==> config.mk <==
export PLATFORM = sky130hd
export DESIGN_NAME = ebm_bus_ctrl
export DESIGN_NICKNAME = d
export VERILOG_FILES = /design/src/ebm_pkg.sv /design/src/ebm_sync.sv /design/src/ebm_bus_ctrl.sv
export SDC_FILE = /design/constraint.sdc
export NUM_CORES = 1
export LEC_CHECK = 0
export BUFFER_PORTS_ARGS = -buffer_cell sky130_fd_sc_hd__buf_2
export CORE_UTILIZATION = 53
export CTS_BUF_LIST = sky130_fd_sc_hd__clkbuf_4 sky130_fd_sc_hd__clkbuf_8 sky130_fd_sc_hd__clkbuf_16
export DETAILED_ROUTE_END_ITERATION = 7
export GPL_TIMING_DRIVEN = 0
export PLACE_DENSITY = 0.84
export SYNTH_ARGS = -nofsm -noshare
export SYNTH_HDL_FRONTEND = slang
export SYNTH_SLANG_ARGS = --single-unit
==> constraint.sdc <==
create_clock -name clk_i -period 4.6 [get_ports clk_i]
set_input_delay 0.92 -clock clk_i [delete_from_list [all_inputs] [get_ports clk_i]]
set_output_delay 0.92 -clock clk_i [all_outputs]
set_load 0.02 [all_outputs]
==> src/ebm_pkg.sv <==
// Purpose: Constants and types for the external bus and mode control block
// Assumes: 40 MHz system clock, 16-bit address bus, 8-bit data bus
// Notes: Mode encodings follow the two mode pins, high bit first
package ebm_pkg;
    localparam int ADDR_W = 16;
    localparam int DATA_W = 8;
    localparam logic [7:0] IO_PAGE_HI = 8'hff;
    localparam logic [1:0] MODE_EXP_NOROM = 2'h1;
    localparam logic [1:0] MODE_EXP_ROM = 2'h2;
    localparam logic [1:0] MODE_SINGLE = 2'h3;
    localparam logic [1:0] MODE_RESET_VAL = 2'h3;
    localparam int SYNC_STAGES = 3;

    typedef enum logic [1:0] {
        EBM_IDLE = 2'b00,
        EBM_ADDR = 2'b01,
        EBM_DATA = 2'b10,
        EBM_WAIT = 2'b11
    } ebm_state_t;
endpackage

==> src/ebm_sync.sv <==
// Purpose: Three-stage synchroniser with agreement filter for pin inputs
// Assumes: Input is asynchronous to clk_i
// Notes: Output changes only when stages two and three agree
`timescale 1ns/1ps
`default_nettype none
module ebm_sync #(
    parameter int WIDTH = 1,
    parameter logic [WIDTH-1:0] RESET_VAL = '0
) (
    // Clock and reset
    input wire logic clk_i,
    input wire logic rstn_i,
    // Data
    input wire logic [WIDTH-1:0] d_i,
    output logic [WIDTH-1:0] q_o
);
    logic [WIDTH-1:0] s1;
    logic [WIDTH-1:0] s2;
    logic [WIDTH-1:0] s3;
    logic [WIDTH-1:0] q;
    logic [WIDTH-1:0] next_q;

    // Zero width would leave nothing to synchronise
    if (WIDTH < 1) begin : g_width_check
        $error("ebm_sync needs WIDTH of at least 1");
    end

    always_comb begin
        next_q = q;
        for (int i = 0; i < WIDTH; i++) begin
            if (s2[i] == s3[i]) begin
                next_q[i] = s3[i];
            end
        end
    end

    always_ff @(posedge clk_i or negedge rstn_i) begin
        if (!rstn_i) begin
            s1 <= RESET_VAL;
            s2 <= RESET_VAL;
            s3 <= RESET_VAL;
            q <= RESET_VAL;
        end else begin
            s1 <= d_i;
            s2 <= s1;
            s3 <= s2;
            q <= next_q;
        end
    end

    assign q_o = q;
endmodule
`default_nettype wire

==> src/ebm_bus_ctrl.sv <==
// Purpose: External bus cycle sequencer and operating mode latch
// Assumes: Core issues one request at a time and holds it until done_o
// Notes: Each bus cycle takes an address state, a data state and any waits
`timescale 1ns/1ps
`default_nettype none
module ebm_bus_ctrl
    import ebm_pkg::*;
(
    // Clock and reset
    input wire logic clk_i,
    input wire logic rstn_i,
    // Mode pins
    input wire logic boot_mode_pin_hi_i,
    input wire logic boot_mode_pin_lo_i,
    // Core request
    input wire logic req_i,
    input wire logic we_i,
    input wire logic [ADDR_W-1:0] addr_i,
    input wire logic [DATA_W-1:0] wdata_i,
    output logic done_o,
    output logic [DATA_W-1:0] rdata_o,
    // External bus
    output logic [ADDR_W-1:0] addr_o,
    input wire logic [DATA_W-1:0] data_i,
    output logic [DATA_W-1:0] data_o,
    output logic data_oe_o,
    output logic read_strobe_n_o,
    output logic store_strobe_n_o,
    output logic address_strobe_n_o,
    output logic io_page_select_n_o,
    input wire logic wait_n_i,
    // Mode status
    output logic [1:0] boot_mode_latch_reg_o,
    output logic expanded_o,
    output logic rom_enable_o
);
    function automatic logic in_io_page(input logic [ADDR_W-1:0] a);
        return a[ADDR_W-1 -: 8] == IO_PAGE_HI;
    endfunction

    logic wait_n_s;
    logic [1:0] mode_s;

    ebm_sync #(.WIDTH(1), .RESET_VAL(1'b1)) u_wait_sync (
        .clk_i(clk_i),
        .rstn_i(rstn_i),
        .d_i(wait_n_i),
        .q_o(wait_n_s)
    );

    ebm_sync #(.WIDTH(2), .RESET_VAL(MODE_RESET_VAL)) u_mode_sync (
        .clk_i(clk_i),
        .rstn_i(rstn_i),
        .d_i({boot_mode_pin_hi_i, boot_mode_pin_lo_i}),
        .q_o(mode_s)
    );

    // Mode latch: captured once after reset release, pins then ignored
    logic [1:0] mode;
    logic [1:0] next_mode;
    logic [2:0] cap_cnt;
    logic [2:0] next_cap_cnt;
    logic mode_valid;
    logic next_mode_valid;
    logic expanded;
    logic next_expanded;
    logic rom_en;
    logic next_rom_en;

    always_comb begin
        next_mode = mode;
        next_cap_cnt = cap_cnt;
        next_mode_valid = mode_valid;
        next_expanded = expanded;
        next_rom_en = rom_en;
        if (!mode_valid) begin
            // Wait until synchroniser holds post-reset pin levels
            next_cap_cnt = cap_cnt + 3'h1;
            if (cap_cnt == 3'(SYNC_STAGES + 1)) begin
                next_mode = mode_s;
                next_mode_valid = 1'b1;
                unique case (mode_s)
                    MODE_EXP_NOROM: begin
                        next_expanded = 1'b1;
                        next_rom_en = 1'b0;
                    end
                    MODE_EXP_ROM: begin
                        next_expanded = 1'b1;
                        next_rom_en = 1'b1;
                    end
                    default: begin
                        // Single-chip, and reserved code 00 treated likewise
                        next_expanded = 1'b0;
                        next_rom_en = 1'b1;
                    end
                endcase
            end
        end
    end

    always_ff @(posedge clk_i or negedge rstn_i) begin
        if (!rstn_i) begin
            mode <= MODE_RESET_VAL;
            cap_cnt <= 3'h0;
            mode_valid <= 1'b0;
            expanded <= 1'b0;
            rom_en <= 1'b1;
        end else begin
            mode <= next_mode;
            cap_cnt <= next_cap_cnt;
            mode_valid <= next_mode_valid;
            expanded <= next_expanded;
            rom_en <= next_rom_en;
        end
    end

    // Bus sequencer
    ebm_state_t state;
    ebm_state_t next_state;
    logic [ADDR_W-1:0] addr_q;
    logic [ADDR_W-1:0] next_addr_q;
    logic [DATA_W-1:0] wdata_q;
    logic [DATA_W-1:0] next_wdata_q;
    logic [DATA_W-1:0] rdata_q;
    logic [DATA_W-1:0] next_rdata_q;
    logic we_q;
    logic next_we_q;
    logic as_n;
    logic next_as_n;
    logic rd_n;
    logic next_rd_n;
    logic wr_n;
    logic next_wr_n;
    logic ios_n;
    logic next_ios_n;
    logic oe;
    logic next_oe;
    logic done;
    logic next_done;

    always_comb begin
        next_state = state;
        next_addr_q = addr_q;
        next_wdata_q = wdata_q;
        next_rdata_q = rdata_q;
        next_we_q = we_q;
        next_as_n = 1'b1;
        next_rd_n = 1'b1;
        next_wr_n = 1'b1;
        next_ios_n = 1'b1;
        next_oe = 1'b0;
        next_done = 1'b0;
        unique case (state)
            EBM_IDLE: begin
                // Requests only served once mode is known and expanded
                if (req_i && mode_valid && expanded && !done) begin
                    next_state = EBM_ADDR;
                    next_addr_q = addr_i;
                    next_wdata_q = wdata_i;
                    next_we_q = we_i;
                    next_as_n = 1'b0;
                    next_ios_n = !in_io_page(addr_i);
                end
            end
            EBM_ADDR: begin
                next_state = EBM_DATA;
                next_as_n = 1'b0;
                next_ios_n = !in_io_page(addr_q);
                next_rd_n = we_q;
                next_wr_n = !we_q;
                next_oe = we_q;
            end
            EBM_DATA, EBM_WAIT: begin
                if (!wait_n_s) begin
                    // Stretch the cycle, strobes held
                    next_state = EBM_WAIT;
                    next_as_n = 1'b0;
                    next_ios_n = ios_n;
                    next_rd_n = rd_n;
                    next_wr_n = wr_n;
                    next_oe = oe;
                end else begin
                    next_state = EBM_IDLE;
                    next_rdata_q = we_q ? rdata_q : data_i;
                    next_done = 1'b1;
                end
            end
        endcase
    end

    always_ff @(posedge clk_i or negedge rstn_i) begin
        if (!rstn_i) begin
            state <= EBM_IDLE;
            addr_q <= '0;
            wdata_q <= '0;
            rdata_q <= '0;
            we_q <= 1'b0;
            as_n <= 1'b1;
            rd_n <= 1'b1;
            wr_n <= 1'b1;
            ios_n <= 1'b1;
            oe <= 1'b0;
            done <= 1'b0;
        end else begin
            state <= next_state;
            addr_q <= next_addr_q;
            wdata_q <= next_wdata_q;
            rdata_q <= next_rdata_q;
            we_q <= next_we_q;
            as_n <= next_as_n;
            rd_n <= next_rd_n;
            wr_n <= next_wr_n;
            ios_n <= next_ios_n;
            oe <= next_oe;
            done <= next_done;
        end
    end

    assign addr_o = addr_q;
    assign data_o = wdata_q;
    assign data_oe_o = oe;
    assign read_strobe_n_o = rd_n;
    assign store_strobe_n_o = wr_n;
    assign address_strobe_n_o = as_n;
    assign io_page_select_n_o = ios_n;
    assign done_o = done;
    assign rdata_o = rdata_q;
    assign boot_mode_latch_reg_o = mode;
    assign expanded_o = expanded;
    assign rom_enable_o = rom_en;

    chk_wait_holds: assert property (@(posedge clk_i) disable iff (!rstn_i)
        (state == EBM_DATA && !wait_n_s) |=> (state == EBM_WAIT && !as_n))
        else $error("wait request did not stretch the cycle");
    chk_read_strobe: assert property (@(posedge clk_i) disable iff (!rstn_i)
        !rd_n |-> (!as_n && !we_q && wr_n && !oe))
        else $error("read strobe outside external read");
    chk_store_strobe: assert property (@(posedge clk_i) disable iff (!rstn_i)
        !wr_n |-> (!as_n && we_q && oe))
        else $error("store strobe outside external write");
    chk_addr_strobe: assert property (@(posedge clk_i) disable iff (!rstn_i)
        $fell(as_n) |-> ##1 (!as_n && $stable(addr_q)))
        else $error("address strobe without stable address");
    chk_io_page: assert property (@(posedge clk_i) disable iff (!rstn_i)
        !as_n |-> (ios_n == !in_io_page(addr_q)))
        else $error("page select mismatch with address");
    chk_mode_decode: assert property (@(posedge clk_i) disable iff (!rstn_i)
        mode_valid |-> (expanded == (mode == MODE_EXP_NOROM || mode == MODE_EXP_ROM)))
        else $error("mode decode wrong");
    chk_mode_latch: assert property (@(posedge clk_i) disable iff (!rstn_i)
        $rose(mode_valid) |-> (mode == $past(mode_s)))
        else $error("mode not captured from pins");
    chk_mode_stable: assert property (@(posedge clk_i) disable iff (!rstn_i)
        $past(mode_valid) |-> $stable(mode))
        else $error("mode changed after capture");
    chk_addr_out: assert property (@(posedge clk_i) disable iff (!rstn_i)
        (state == EBM_IDLE && next_state == EBM_ADDR) |=> (addr_o == $past(addr_i)))
        else $error("address not driven");
    chk_idle_strobes: assert property (@(posedge clk_i) disable iff (!rstn_i)
        (state == EBM_IDLE && $past(state) == EBM_IDLE) |-> (as_n && rd_n && wr_n && ios_n))
        else $error("strobe active while idle");
    chk_wait_release: assert property (@(posedge clk_i) disable iff (!rstn_i)
        (state == EBM_WAIT && wait_n_s) |=> (state == EBM_IDLE && done ##1 as_n))
        else $error("cycle did not end on wait release");
endmodule
`default_nettype wire

==> flow_summary_export.csv, run 1 <==
group,metric,value,unit
logic_synthesis,synth_enable_flop_cells,0,
logic_synthesis,synth.most_common_cell,"dfrtp_1",
floorplanning,die_w,68.4,µm
logic_synthesis,yosys_warnings,0,
layout,regArea,1550,µm²
clock_tree,clockBufferDepth,2,
sta,skew,0.00589,ns
sta,hold_violations,0,
placement,numPlacedInstances,271,
critical_path,crit_path_top_delay_cell,"dfstp_2",
pwr,switchingPower,0.000669,W
clock_tree,cts.sinks,61,
floorplanning,dieArea,4680,µm²
floorplanning,start_util,56.8,%
global_route,gr-total-overflow,0,
layout,area_growth,28.1,%
sta,worstMarginPinSlew,0.708,ns
logic_synthesis,synth_area_per_cell,16.6,µm²
floorplanning,coreArea,4120,µm²
logic_synthesis,synth_nets,183,
clock_tree,cts_resized,0,
detailed_routing,vias,1422,
clock_tree,root_buffer,"clkbuf_8",
layout,multi_input_area,718,µm²
sta,setup_viol,0,
floorplanning,io_pins,81,
layout,fin_util,72.8,%
logic_synthesis,synthTopCellsByArea,"dfrtp_1, dfstp_2, mux2_4",
global_route,antenna_found_initial,0,
sta,finalCritPeriodShare,42.0,%
global_route,grt_usage,19.0,%
pwr,clock_power_share,22.1,%
floorplanning,die_h,68.4,µm
sta,timing.setup.tns,0,ns
global_route,grt_max_degree,62,
clock_tree,cts_tree,"done",
clock_tree,h-tree-depth,3,
layout,antennaDiodeCount,0,
critical_path,cp_cell_sequence,"buf_2",
pwr,switching_share,33.5,%
logic_synthesis,yosys.area.top_type,"dfrtp_1",
logic_synthesis,async_flop_share,100,%
sta,final.min_clock_period,1.93,ns
detailed_routing,first_pass_iters,4,
global_route,grt_pass1_wl,6.11,mm
clock_tree,clk_pin_slew,0.06,ns
logic_synthesis,synth-seq-area-share,66.3,%
detailed_routing,drc,0,
critical_path,worst_setup_path_end_kind,"primary output",
sta,grt_setup_unrepaired,"false",
critical_path,critical_path_class,"reg2out",
clock_tree,cts_inserted_buffers,9,
pwr,power_density,666,nW/µm²
layout,final_layout_size_suffix_gt1_share,64.6,%
critical_path,arrival,1.01,ns
critical_path,worstPathRequired,3.68,ns
pwr,p_leak,1.50,nW
pwr,p_int,0.00133,W
detailed_routing,drt-total-wl,3.92,mm
layout,fillCellCount,278,
layout,stdcell_count,287,
detailed_routing,drtIter0Drc,71,
logic_synthesis,synth_top_area_share,44.9,%
clock_tree,worstSkewPairLatency,0.32,ns
floorplanning,rows,23,
layout,postLayoutCellArea,3000,µm²
sta,max_freq,518,MHz
detailed_routing,ant_nets,0,
sta,worst_slew_margin_rel,52.8,%
placement,portBuffers,80,
logic_synthesis,syn_area,2340,µm²
logic_synthesis,synth-seq-cells,61,
placement,dpl_cell_area,2800,µm²
critical_path,worst_setup_path_start_kind,"flip-flop",
flow_run,cap_violations,0,
logic_synthesis,ys_types,24,
clock_tree,cts_hold_buffers,0,
placement,place_congestion,0.672,
pwr,vdd_drop_max,374,µV
critical_path,path_buf_inv,1,
pwr,pwr-share-comb,35.7,%
sta,drv_slew,0,
critical_path,cp_max_fo,2,
run_status,status,"completed",
layout,layout.nets,274,
detailed_routing,avgViaCountPerCell,4.95,
clock_tree,cts_setup_buffers,0,
hold_path,hold_path.class,"reg2reg",
logic_synthesis,synth-main-ff-cell,"dfrtp_1",
critical_path,critPathTopFamily,"flip-flops",
critical_path,cpPeakStageDelay,0.53,ns
detailed_routing,routedWlPerCell,13.6,µm
global_route,grt_pass1_vias,1375,
logic_synthesis,ys_top_cells_by_count,"dfrtp_1, dfstp_2, mux2_4",
logic_synthesis,syn_inst,141,
pwr,pwr-share-seq,42.1,%
[final cells by class]
| class | count | area share (%) |
|---|---|---|
| buffer | 3 | 1.71 |
| inverter | 5 | 0.626 |
| sequential | 61 | 51.7 |
| clock inverter | 1 | 0.167 |
| tap | 50 | 2.09 |
| timing repair buffer | 80 | 13.4 |
| multi-input combinational | 72 | 24.0 |
| clock buffer | 15 | 6.26 |
[cells by family (layout without fill, tap and decap cells)]
| kind of cell | Yosys count | after routing | synth area share, % |
|---|---|---|---|
| compound gates | 9 | 9 | 2.78 |
| xor+xnor | 2 | 2 | 0.749 |
| fa+ha+maj | 6 | 6 | 2.89 |
| buf+inv | 8 | 104 | 3.00 |
| flops | 61 | 61 | 66.3 |
| mux | 35 | 35 | 19.7 |
| simple gates | 20 | 20 | 4.55 |
[cell usage in the layout, fill, tap and decap left out]
cell type,n
buf_2,79
dfrtp_1,42
dfstp_2,19
mux2_4,18
mux2_2,17
clkbuf_8,12
inv_1,5
nand2_1,5
nor2_1,4
nand4_1,4
o21ai_0,3
nand2b_1,3
maj3_1,3
ha_1,3
clkbuf_4,3
xnor2_1,2
buf_12,2
o22a_1,2
and2_1,1
nand4b_1,1
a21o_1,1
nand3b_1,1
or3_1,1
buf_6,1
o32a_1,1
o31a_1,1
o22ai_1,1
clkinv_2,1
buf_4,1
[worst paths after layout]
check | from | end | slack, ns | cells past startpoint
worst max-delay path | store_strobe_n_o | store_strobe_n_o | 2.67 | 1
worst min register to register | u_wait_sync.s1 | u_wait_sync.s2 | 0.35 | 0
worst min-delay path | u_wait_sync.s1 | u_wait_sync.s2 | 0.35 | 0
max in group asynchronous | rstn_i | addr_o[11] | 3.48 | 1
min in group asynchronous | rstn_i | rdata_o[0] | 0.65 | 1
worst max register to register | mode_valid | data_o[6] | 2.88 | 5
[per-stage QoR]
stage | worst slack (ns) | power (W) | hold slack, ns
finish | 2.67 | 0.00200 | 0.355
global route | 2.61 | 0.00212 | 0.357
CTS | 2.65 | 0.00202 | 0.356
detailed placement | 2.39 | 0.00157 | 0.347
global placement | 2.39 | 0.00154 | 0.346
floorplan | 2.57 | 0.00132 | 0.345
[power groups by stage]
stage / combinational [W] / sequential, W / clock, W
finish: 0.000714 / 0.000842 / 0.000441
global route: 0.000763 / 0.000868 / 0.000484
CTS: 0.000723 / 0.000842 / 0.000451
detailed placement: 0.000722 / 0.000846 / 0
global placement: 0.000706 / 0.000839 / 0
floorplan: 0.000280 / 0.00104 / 0
[sequential cells by signal, summed over array words and instances (netlist names), 2 cells and up]
register / cells
u_mode_sync.q_o: 2
u_mode_sync.s2: 2
u_mode_sync.s1: 2
data_o: 8
cap_cnt: 3
u_mode_sync.s3: 2
boot_mode_latch_reg_o: 2
rdata_o: 8
state: 2
addr_o: 16
[routing by layer]
| layer | share of wire (%) | up-vias | global-route usage (%) |
|---|---|---|---|
| li1 | - | 675 | - |
| met1 | 45 | 699 | 23.2 |
| met2 | 49 | 42 | 29.0 |
| met3 | 4.2 | 6 | 7.50 |
| met4 | 1.8 | 0 | 9.38 |
| met5 | 0 | - | 0 |
(Power assumes the default switching activity.)
==> run 2: changes to the inputs <==
- CORE_UTILIZATION: 53 -> 49
- PLACE_DENSITY: 0.84 -> 0.78
- clock period: 4.6 -> 1.9 ns (I/O delays scaled with it)
==> flow_summary_export.csv, run 2 (synthesis gave the netlist of run 1 again) <==
group,metric,value,unit
pwr,p_leak,1.50,nW
layout,antennaDiodeCount,0,
global_route,use_met3,3.99,%
clock_tree,cts.sinks,61,
global_route,gr-total-overflow,0,
critical_path,path_buf_inv,2,
clock_tree,h-tree-depth,3,
clock_tree,cts_tree,"done",
placement,place_congestion,0.783,
global_route,antenna_found_initial,0,
pwr,pwr-share-comb,35.8,%
critical_path,cp_cell_sequence,"nand4b_1, or3_1, buf_6, buf_12, mux2_4",
run_status,failed_checks,"DRC",
critical_path,worst_setup_path_start_kind,"flip-flop",
layout,final_common_cell,"buf_2",
detailed_routing,ant_nets,0,
floorplanning,die_w,71.1,µm
detailed_routing,routedWlPerCell,14.2,µm
pwr,clock_power_share,22.2,%
clock_tree,worstSkewPairLatency,0.32,ns
critical_path,worstPathRequired,2.11,ns
floorplanning,io_pins,81,
layout,largest_reg_flops,16,
run_status,status,"finished, violations left",
clock_tree,clockBufferDepth,2,
critical_path,critPathTopFamily,"simple AND/OR/NAND/NOR gates",
sta,setup_viol,0,
detailed_routing,first_pass_iters,8,
critical_path,cpPeakStageDelay,0.46,ns
detailed_routing,drtIter0Drc,74,
pwr,p_int,0.00322,W
detailed_routing,drt-total-wl,4.11,mm
layout,area_growth,28.3,%
clock_tree,cts_resized,0,
global_route,grt_max_degree,62,
clock_tree,root_buffer,"clkbuf_8",
critical_path,crit_path_top_delay_cell,"dfrtp_1",
detailed_routing,drc,5,
detailed_routing,vias,1427,
hold_path,hold_path.class,"in2async",
floorplanning,dieArea,5050,µm²
sta,grt_setup_unrepaired,"false",
global_route,grt_pass1_wl,6.89,mm
sta,finalCritPeriodShare,89.6,%
critical_path,arrival,1.91,ns
critical_path,cp_max_fo,10,
sta,drv_slew,0,
global_route,grt-busiest-layer,"met2",
sta,worstMarginPinSlew,0.737,ns
floorplanning,die_h,71.1,µm
flow_run,cap_violations,0,
sta,skew,0.00966,ns
clock_tree,clk_pin_slew,0.07,ns
global_route,grt_pass1_vias,1499,
sta,final.min_clock_period,1.70,ns
sta,worst_slew_margin_rel,50.8,%
layout,layout.nets,274,
placement,place_ws,0.193,ns
critical_path,critical_path_class,"reg2reg",
detailed_routing,avgViaCountPerCell,4.94,
placement,hpwl,2.92,mm
layout,final_layout_size_suffix_gt1_share,64.6,%
sta,fin_ws,0.198,ns
floorplanning,start_util,52.3,%
clock_tree,cts_hold_buffers,0,
global_route,grt_usage,18.2,%
global_route,use_met1,22.4,%
sta,hold_violations,0,
layout,layout_common_cells,"buf_2, dfrtp_1, dfstp_2",
floorplanning,coreArea,4470,µm²
pwr,pwr-share-seq,42.1,%
sta,fin_hold_ws,0.129,ns
global_route,use_met2,29.6,%
pwr,switchingPower,0.00162,W
pwr,power_density,1610,nW/µm²
clock_tree,cts_inserted_buffers,9,
placement,portBuffers,80,
pwr,vdd_drop_max,896,µV
floorplanning,rows,24,
sta,max_freq,588,MHz
clock_tree,cts_setup_buffers,0,
sta,timing.setup.tns,0,ns
layout,fillCellCount,332,
critical_path,worst_setup_path_end_kind,"flip-flop",
pwr,switching_share,33.4,%
## run 2: cell counts in the layout (fill, tap and decap cells not counted)
No cell type changed its count.
## run 2: power by group through the flow
stage               Combinational, W  Sequential (W)  Clock [W]
floorplan                   0.000679         0.00252          0
global placement             0.00171         0.00203          0
detailed placement           0.00175         0.00204          0
CTS                          0.00175         0.00204    0.00111
global route                 0.00185         0.00210    0.00115
finish                       0.00173         0.00203    0.00107
## run 2: stage by stage
stage / instance area, µm² / util [%] / power, W / std cells
after global routing: 3000 / 67.0 / 0.00510 / 289
after CTS: 3000 / 67.0 / 0.00489 / 289
after detailed placement: 2800 / 62.7 / 0.00380 / 273
after global placement: 2800 / 62.7 / 0.00374 / 273
after floorplan: 2340 / - / 0.00320 / 141
final: 3000 / 67.0 / 0.00483 / 289
## run 2: layout make-up
class | count | area [µm²] | share of cell area, %
Clock inverter | 1 | 5.00 | 0.167
Buffer | 3 | 51.3 | 1.71
Tap cell | 52 | 65.1 | 2.17
Sequential cell | 61 | 1550 | 51.7
Multi-Input combinational cell | 72 | 718 | 23.9
Timing Repair Buffer | 80 | 403 | 13.4
Inverter | 5 | 18.8 | 0.626
Clock buffer | 15 | 188 | 6.26
## run 2: metal layers
metal  wire length, µm  vias to the layer above
li1                  -                      675
met1              1770                      703
met2              2090                       42
met3               172                        7
met4                73                        0
met5                 0                        -
## run 2: worst reg2reg max path: cells and delay by family (launching register included)
family,cells,cell delay [ns]
buffers and inverters,2,0.32
DFF,1,0.46
muxes,1,0.30
and+or+nand+nor,2,0.52
## run 2: final timing paths
path                                   start           endpoint  slack [ns]  cells past startpoint
max                               mode_valid          addr_o[3]        0.20                      5
min reg2reg                u_mode_sync.s1[0]  u_mode_sync.s2[0]        0.35                      0
min                                   rstn_i         addr_o[12]        0.13                      1
max reg2reg                       mode_valid          addr_o[3]        0.20                      5
max in group asynchronous             rstn_i         rdata_o[3]        1.29                      1
min in group clk_i                  wait_n_i     u_wait_sync.s1        0.16                      1
==> run 3: changes to the inputs <==
- ABC_AREA: default -> 1
- CORE_ASPECT_RATIO: default -> 1.5
- SYNTH_HIERARCHICAL: default -> 1
==> flow_summary_export.csv, run 3 <==
group,metric,value,unit
global_route,use_met2,34.1,%
layout,multi_input_area,704,µm²
layout,area_growth,28.3,%
critical_path,worstPathRequired,1.52,ns
logic_synthesis,yosys_warnings,6,
logic_synthesis,synth-main-ff-cell,"dfrtp_1",
logic_synthesis,ys_top_cells_by_count,"nand2_1, dfrtp_1, inv_1",
global_route,gr-total-overflow,0,
global_route,antenna_found_initial,0,
placement,hpwl,3.15,mm
clock_tree,root_buffer,"clkbuf_8",
pwr,pwr-share-comb,33.6,%
floorplanning,coreArea,4620,µm²
detailed_routing,avgViaCountPerCell,4.62,
clock_tree,worstSkewPairLatency,0.32,ns
logic_synthesis,synth.most_common_cell,"nand2_1",
clock_tree,clockBufferDepth,2,
global_route,use_met1,23.6,%
clock_tree,cts_inserted_buffers,9,
detailed_routing,first_pass_iters,4,
sta,final.min_clock_period,1.40,ns
floorplanning,dieArea,5170,µm²
clock_tree,cts_tree,"done",
logic_synthesis,synth_enable_flop_cells,0,
layout,largest_reg_flops,16,
detailed_routing,vias,1891,
detailed_routing,drtIter0Drc,62,
pwr,vdd_drop_max,898,µV
critical_path,cpPeakStageDelay,0.54,ns
logic_synthesis,synth_nets,291,
floorplanning,io_pins,81,
sta,grt_setup_unrepaired,"false",
clock_tree,cts_setup_buffers,0,
clock_tree,h-tree-depth,3,
run_status,status,"completed",
sta,timing.setup.tns,0,ns
critical_path,critical_path_class,"reg2out",
critical_path,crit_path_top_delay_cell,"dfstp_2",
sta,worstMarginPinSlew,0.721,ns
logic_synthesis,synth_area_per_cell,9.61,µm²
global_route,grt_max_degree,62,
sta,worst_slew_margin_rel,52.0,%
floorplanning,rows,30,
logic_synthesis,syn_inst,249,
pwr,p_int,0.00294,W
pwr,clock_power_share,23.7,%
placement,portBuffers,80,
logic_synthesis,synthTopCellsByArea,"dfrtp_1, dfstp_2, nand2_1",
floorplanning,die_w,59.1,µm
critical_path,critPathTopFamily,"flip-flops",
detailed_routing,drt-total-wl,4.31,mm
placement,place_congestion,0.685,
logic_synthesis,syn_area,2390,µm²
critical_path,arrival,1.02,ns
critical_path,cp_cell_sequence,"buf_2",
layout,antennaDiodeCount,0,
sta,drv_slew,0,
layout,final_layout_size_suffix_gt1_share,36.2,%
flow_run,cap_violations,0,
clock_tree,cts_resized,0,
floorplanning,die_h,87.6,µm
pwr,switchingPower,0.00173,W
logic_synthesis,ys_types,20,
hold_path,hold_path.class,"in2async",
sta,skew,0.00802,ns
critical_path,worst_setup_path_end_kind,"primary output",
pwr,switching_share,37.1,%
pwr,p_leak,1.71,nW
sta,max_freq,713,MHz
layout,layout.nets,382,
logic_synthesis,async_flop_share,100,%
pwr,pwr-share-seq,42.7,%
pwr,power_density,1520,nW/µm²
global_route,use_met3,6.79,%
logic_synthesis,synth_top_area_share,43.9,%
critical_path,worst_setup_path_start_kind,"flip-flop",
sta,setup_viol,0,
clock_tree,cts_hold_buffers,0,
logic_synthesis,yosys.area.top_type,"dfrtp_1",
clock_tree,cts.sinks,61,
layout,layout_common_cells,"nand2_1, buf_2, dfrtp_1",
detailed_routing,ant_nets,0,
global_route,grt_pass1_vias,1800,
detailed_routing,drc,0,
critical_path,cp_max_fo,2,
layout,postLayoutCellArea,3070,µm²
global_route,grt-busiest-layer,"met2",
layout,fillCellCount,396,
floorplanning,start_util,51.8,%
global_route,grt_usage,20.2,%
logic_synthesis,synth-seq-cells,61,
global_route,grt_pass1_wl,7.65,mm
logic_synthesis,synth-seq-area-share,64.8,%
layout,final_common_cell,"nand2_1",
detailed_routing,routedWlPerCell,10.5,µm
critical_path,path_buf_inv,1,
layout,regArea,1550,µm²
sta,hold_violations,0,
placement,dpl_cell_area,2870,µm²
clock_tree,clk_pin_slew,0.07,ns
sta,finalCritPeriodShare,73.8,%
-- run 3: routing by layer --
metal	up-vias	part of all wire, %
li1	939	-
met1	880	42
met2	64	51
met3	8	5.7
met4	0	1.5
met5	-	0
-- run 3: layout make-up --
class,count,area share [%]
Sequential cell,61,50.5
Multi-Input combinational cell,160,23.0
Timing Repair Buffer,80,13.1
Clock buffer,13,5.01
Inverter,24,3.02
Tap cell,64,2.61
Buffer,4,1.47
Clock inverter,3,1.30
-- run 3: cells by family (layout without fill, tap and decap cells) --
logic type	after synthesis	after routing	synth area share [%]
simple gates	143	143	24.3
flops	61	61	64.8
buf+inv	28	124	5.75
compound gates	11	11	2.35
fa+ha+maj	3	3	1.57
xor+xnor	2	2	0.732
mux	1	1	0.471
-- run 3: final timing paths --
kind,start,to,slack [ns],depth (start not counted)
min in group clk_i,boot_mode_pin_hi_i,u_mode_sync/s1[1],0.15,1
min,rstn_i,addr_o[10],0.13,1
max in group asynchronous,rstn_i,rdata_o[0],1.31,1
max reg2reg,u_wait_sync/q_o,rdata_o[7],0.57,5
min reg2reg,u_mode_sync/s1[0],u_mode_sync/s2[0],0.35,0
max,read_strobe_n_o,read_strobe_n_o,0.50,1
-- run 3: power groups by stage --
stage	combinational [W]	clock, W	sequential (W)
2_1_floorplan	0.000546	0	0.00247
3_3_place_gp	0.00156	0	0.00199
3_5_place_dp	0.00160	0	0.00201
4_1_cts	0.00160	0.00114	0.00199
5_1_grt	0.00176	0.00120	0.00205
6_report	0.00157	0.00111	0.00199
-- run 3: through the flow --
| stage | hold WS [ns] | instances | total power, W | util (%) | setup slack, ns |
|---|---|---|---|---|---|
| after floorplan | 0.0844 | 249 | 0.00301 | - | 0.632 |
| after global placement | 0.347 | 393 | 0.00355 | 62.2 | 0.347 |
| after detailed placement | 0.347 | 393 | 0.00360 | 62.2 | 0.350 |
| after CTS | 0.131 | 409 | 0.00473 | 66.4 | 0.485 |
| after global routing | 0.131 | 409 | 0.00501 | 66.5 | 0.438 |
| final | 0.125 | 409 | 0.00467 | 66.5 | 0.497 |
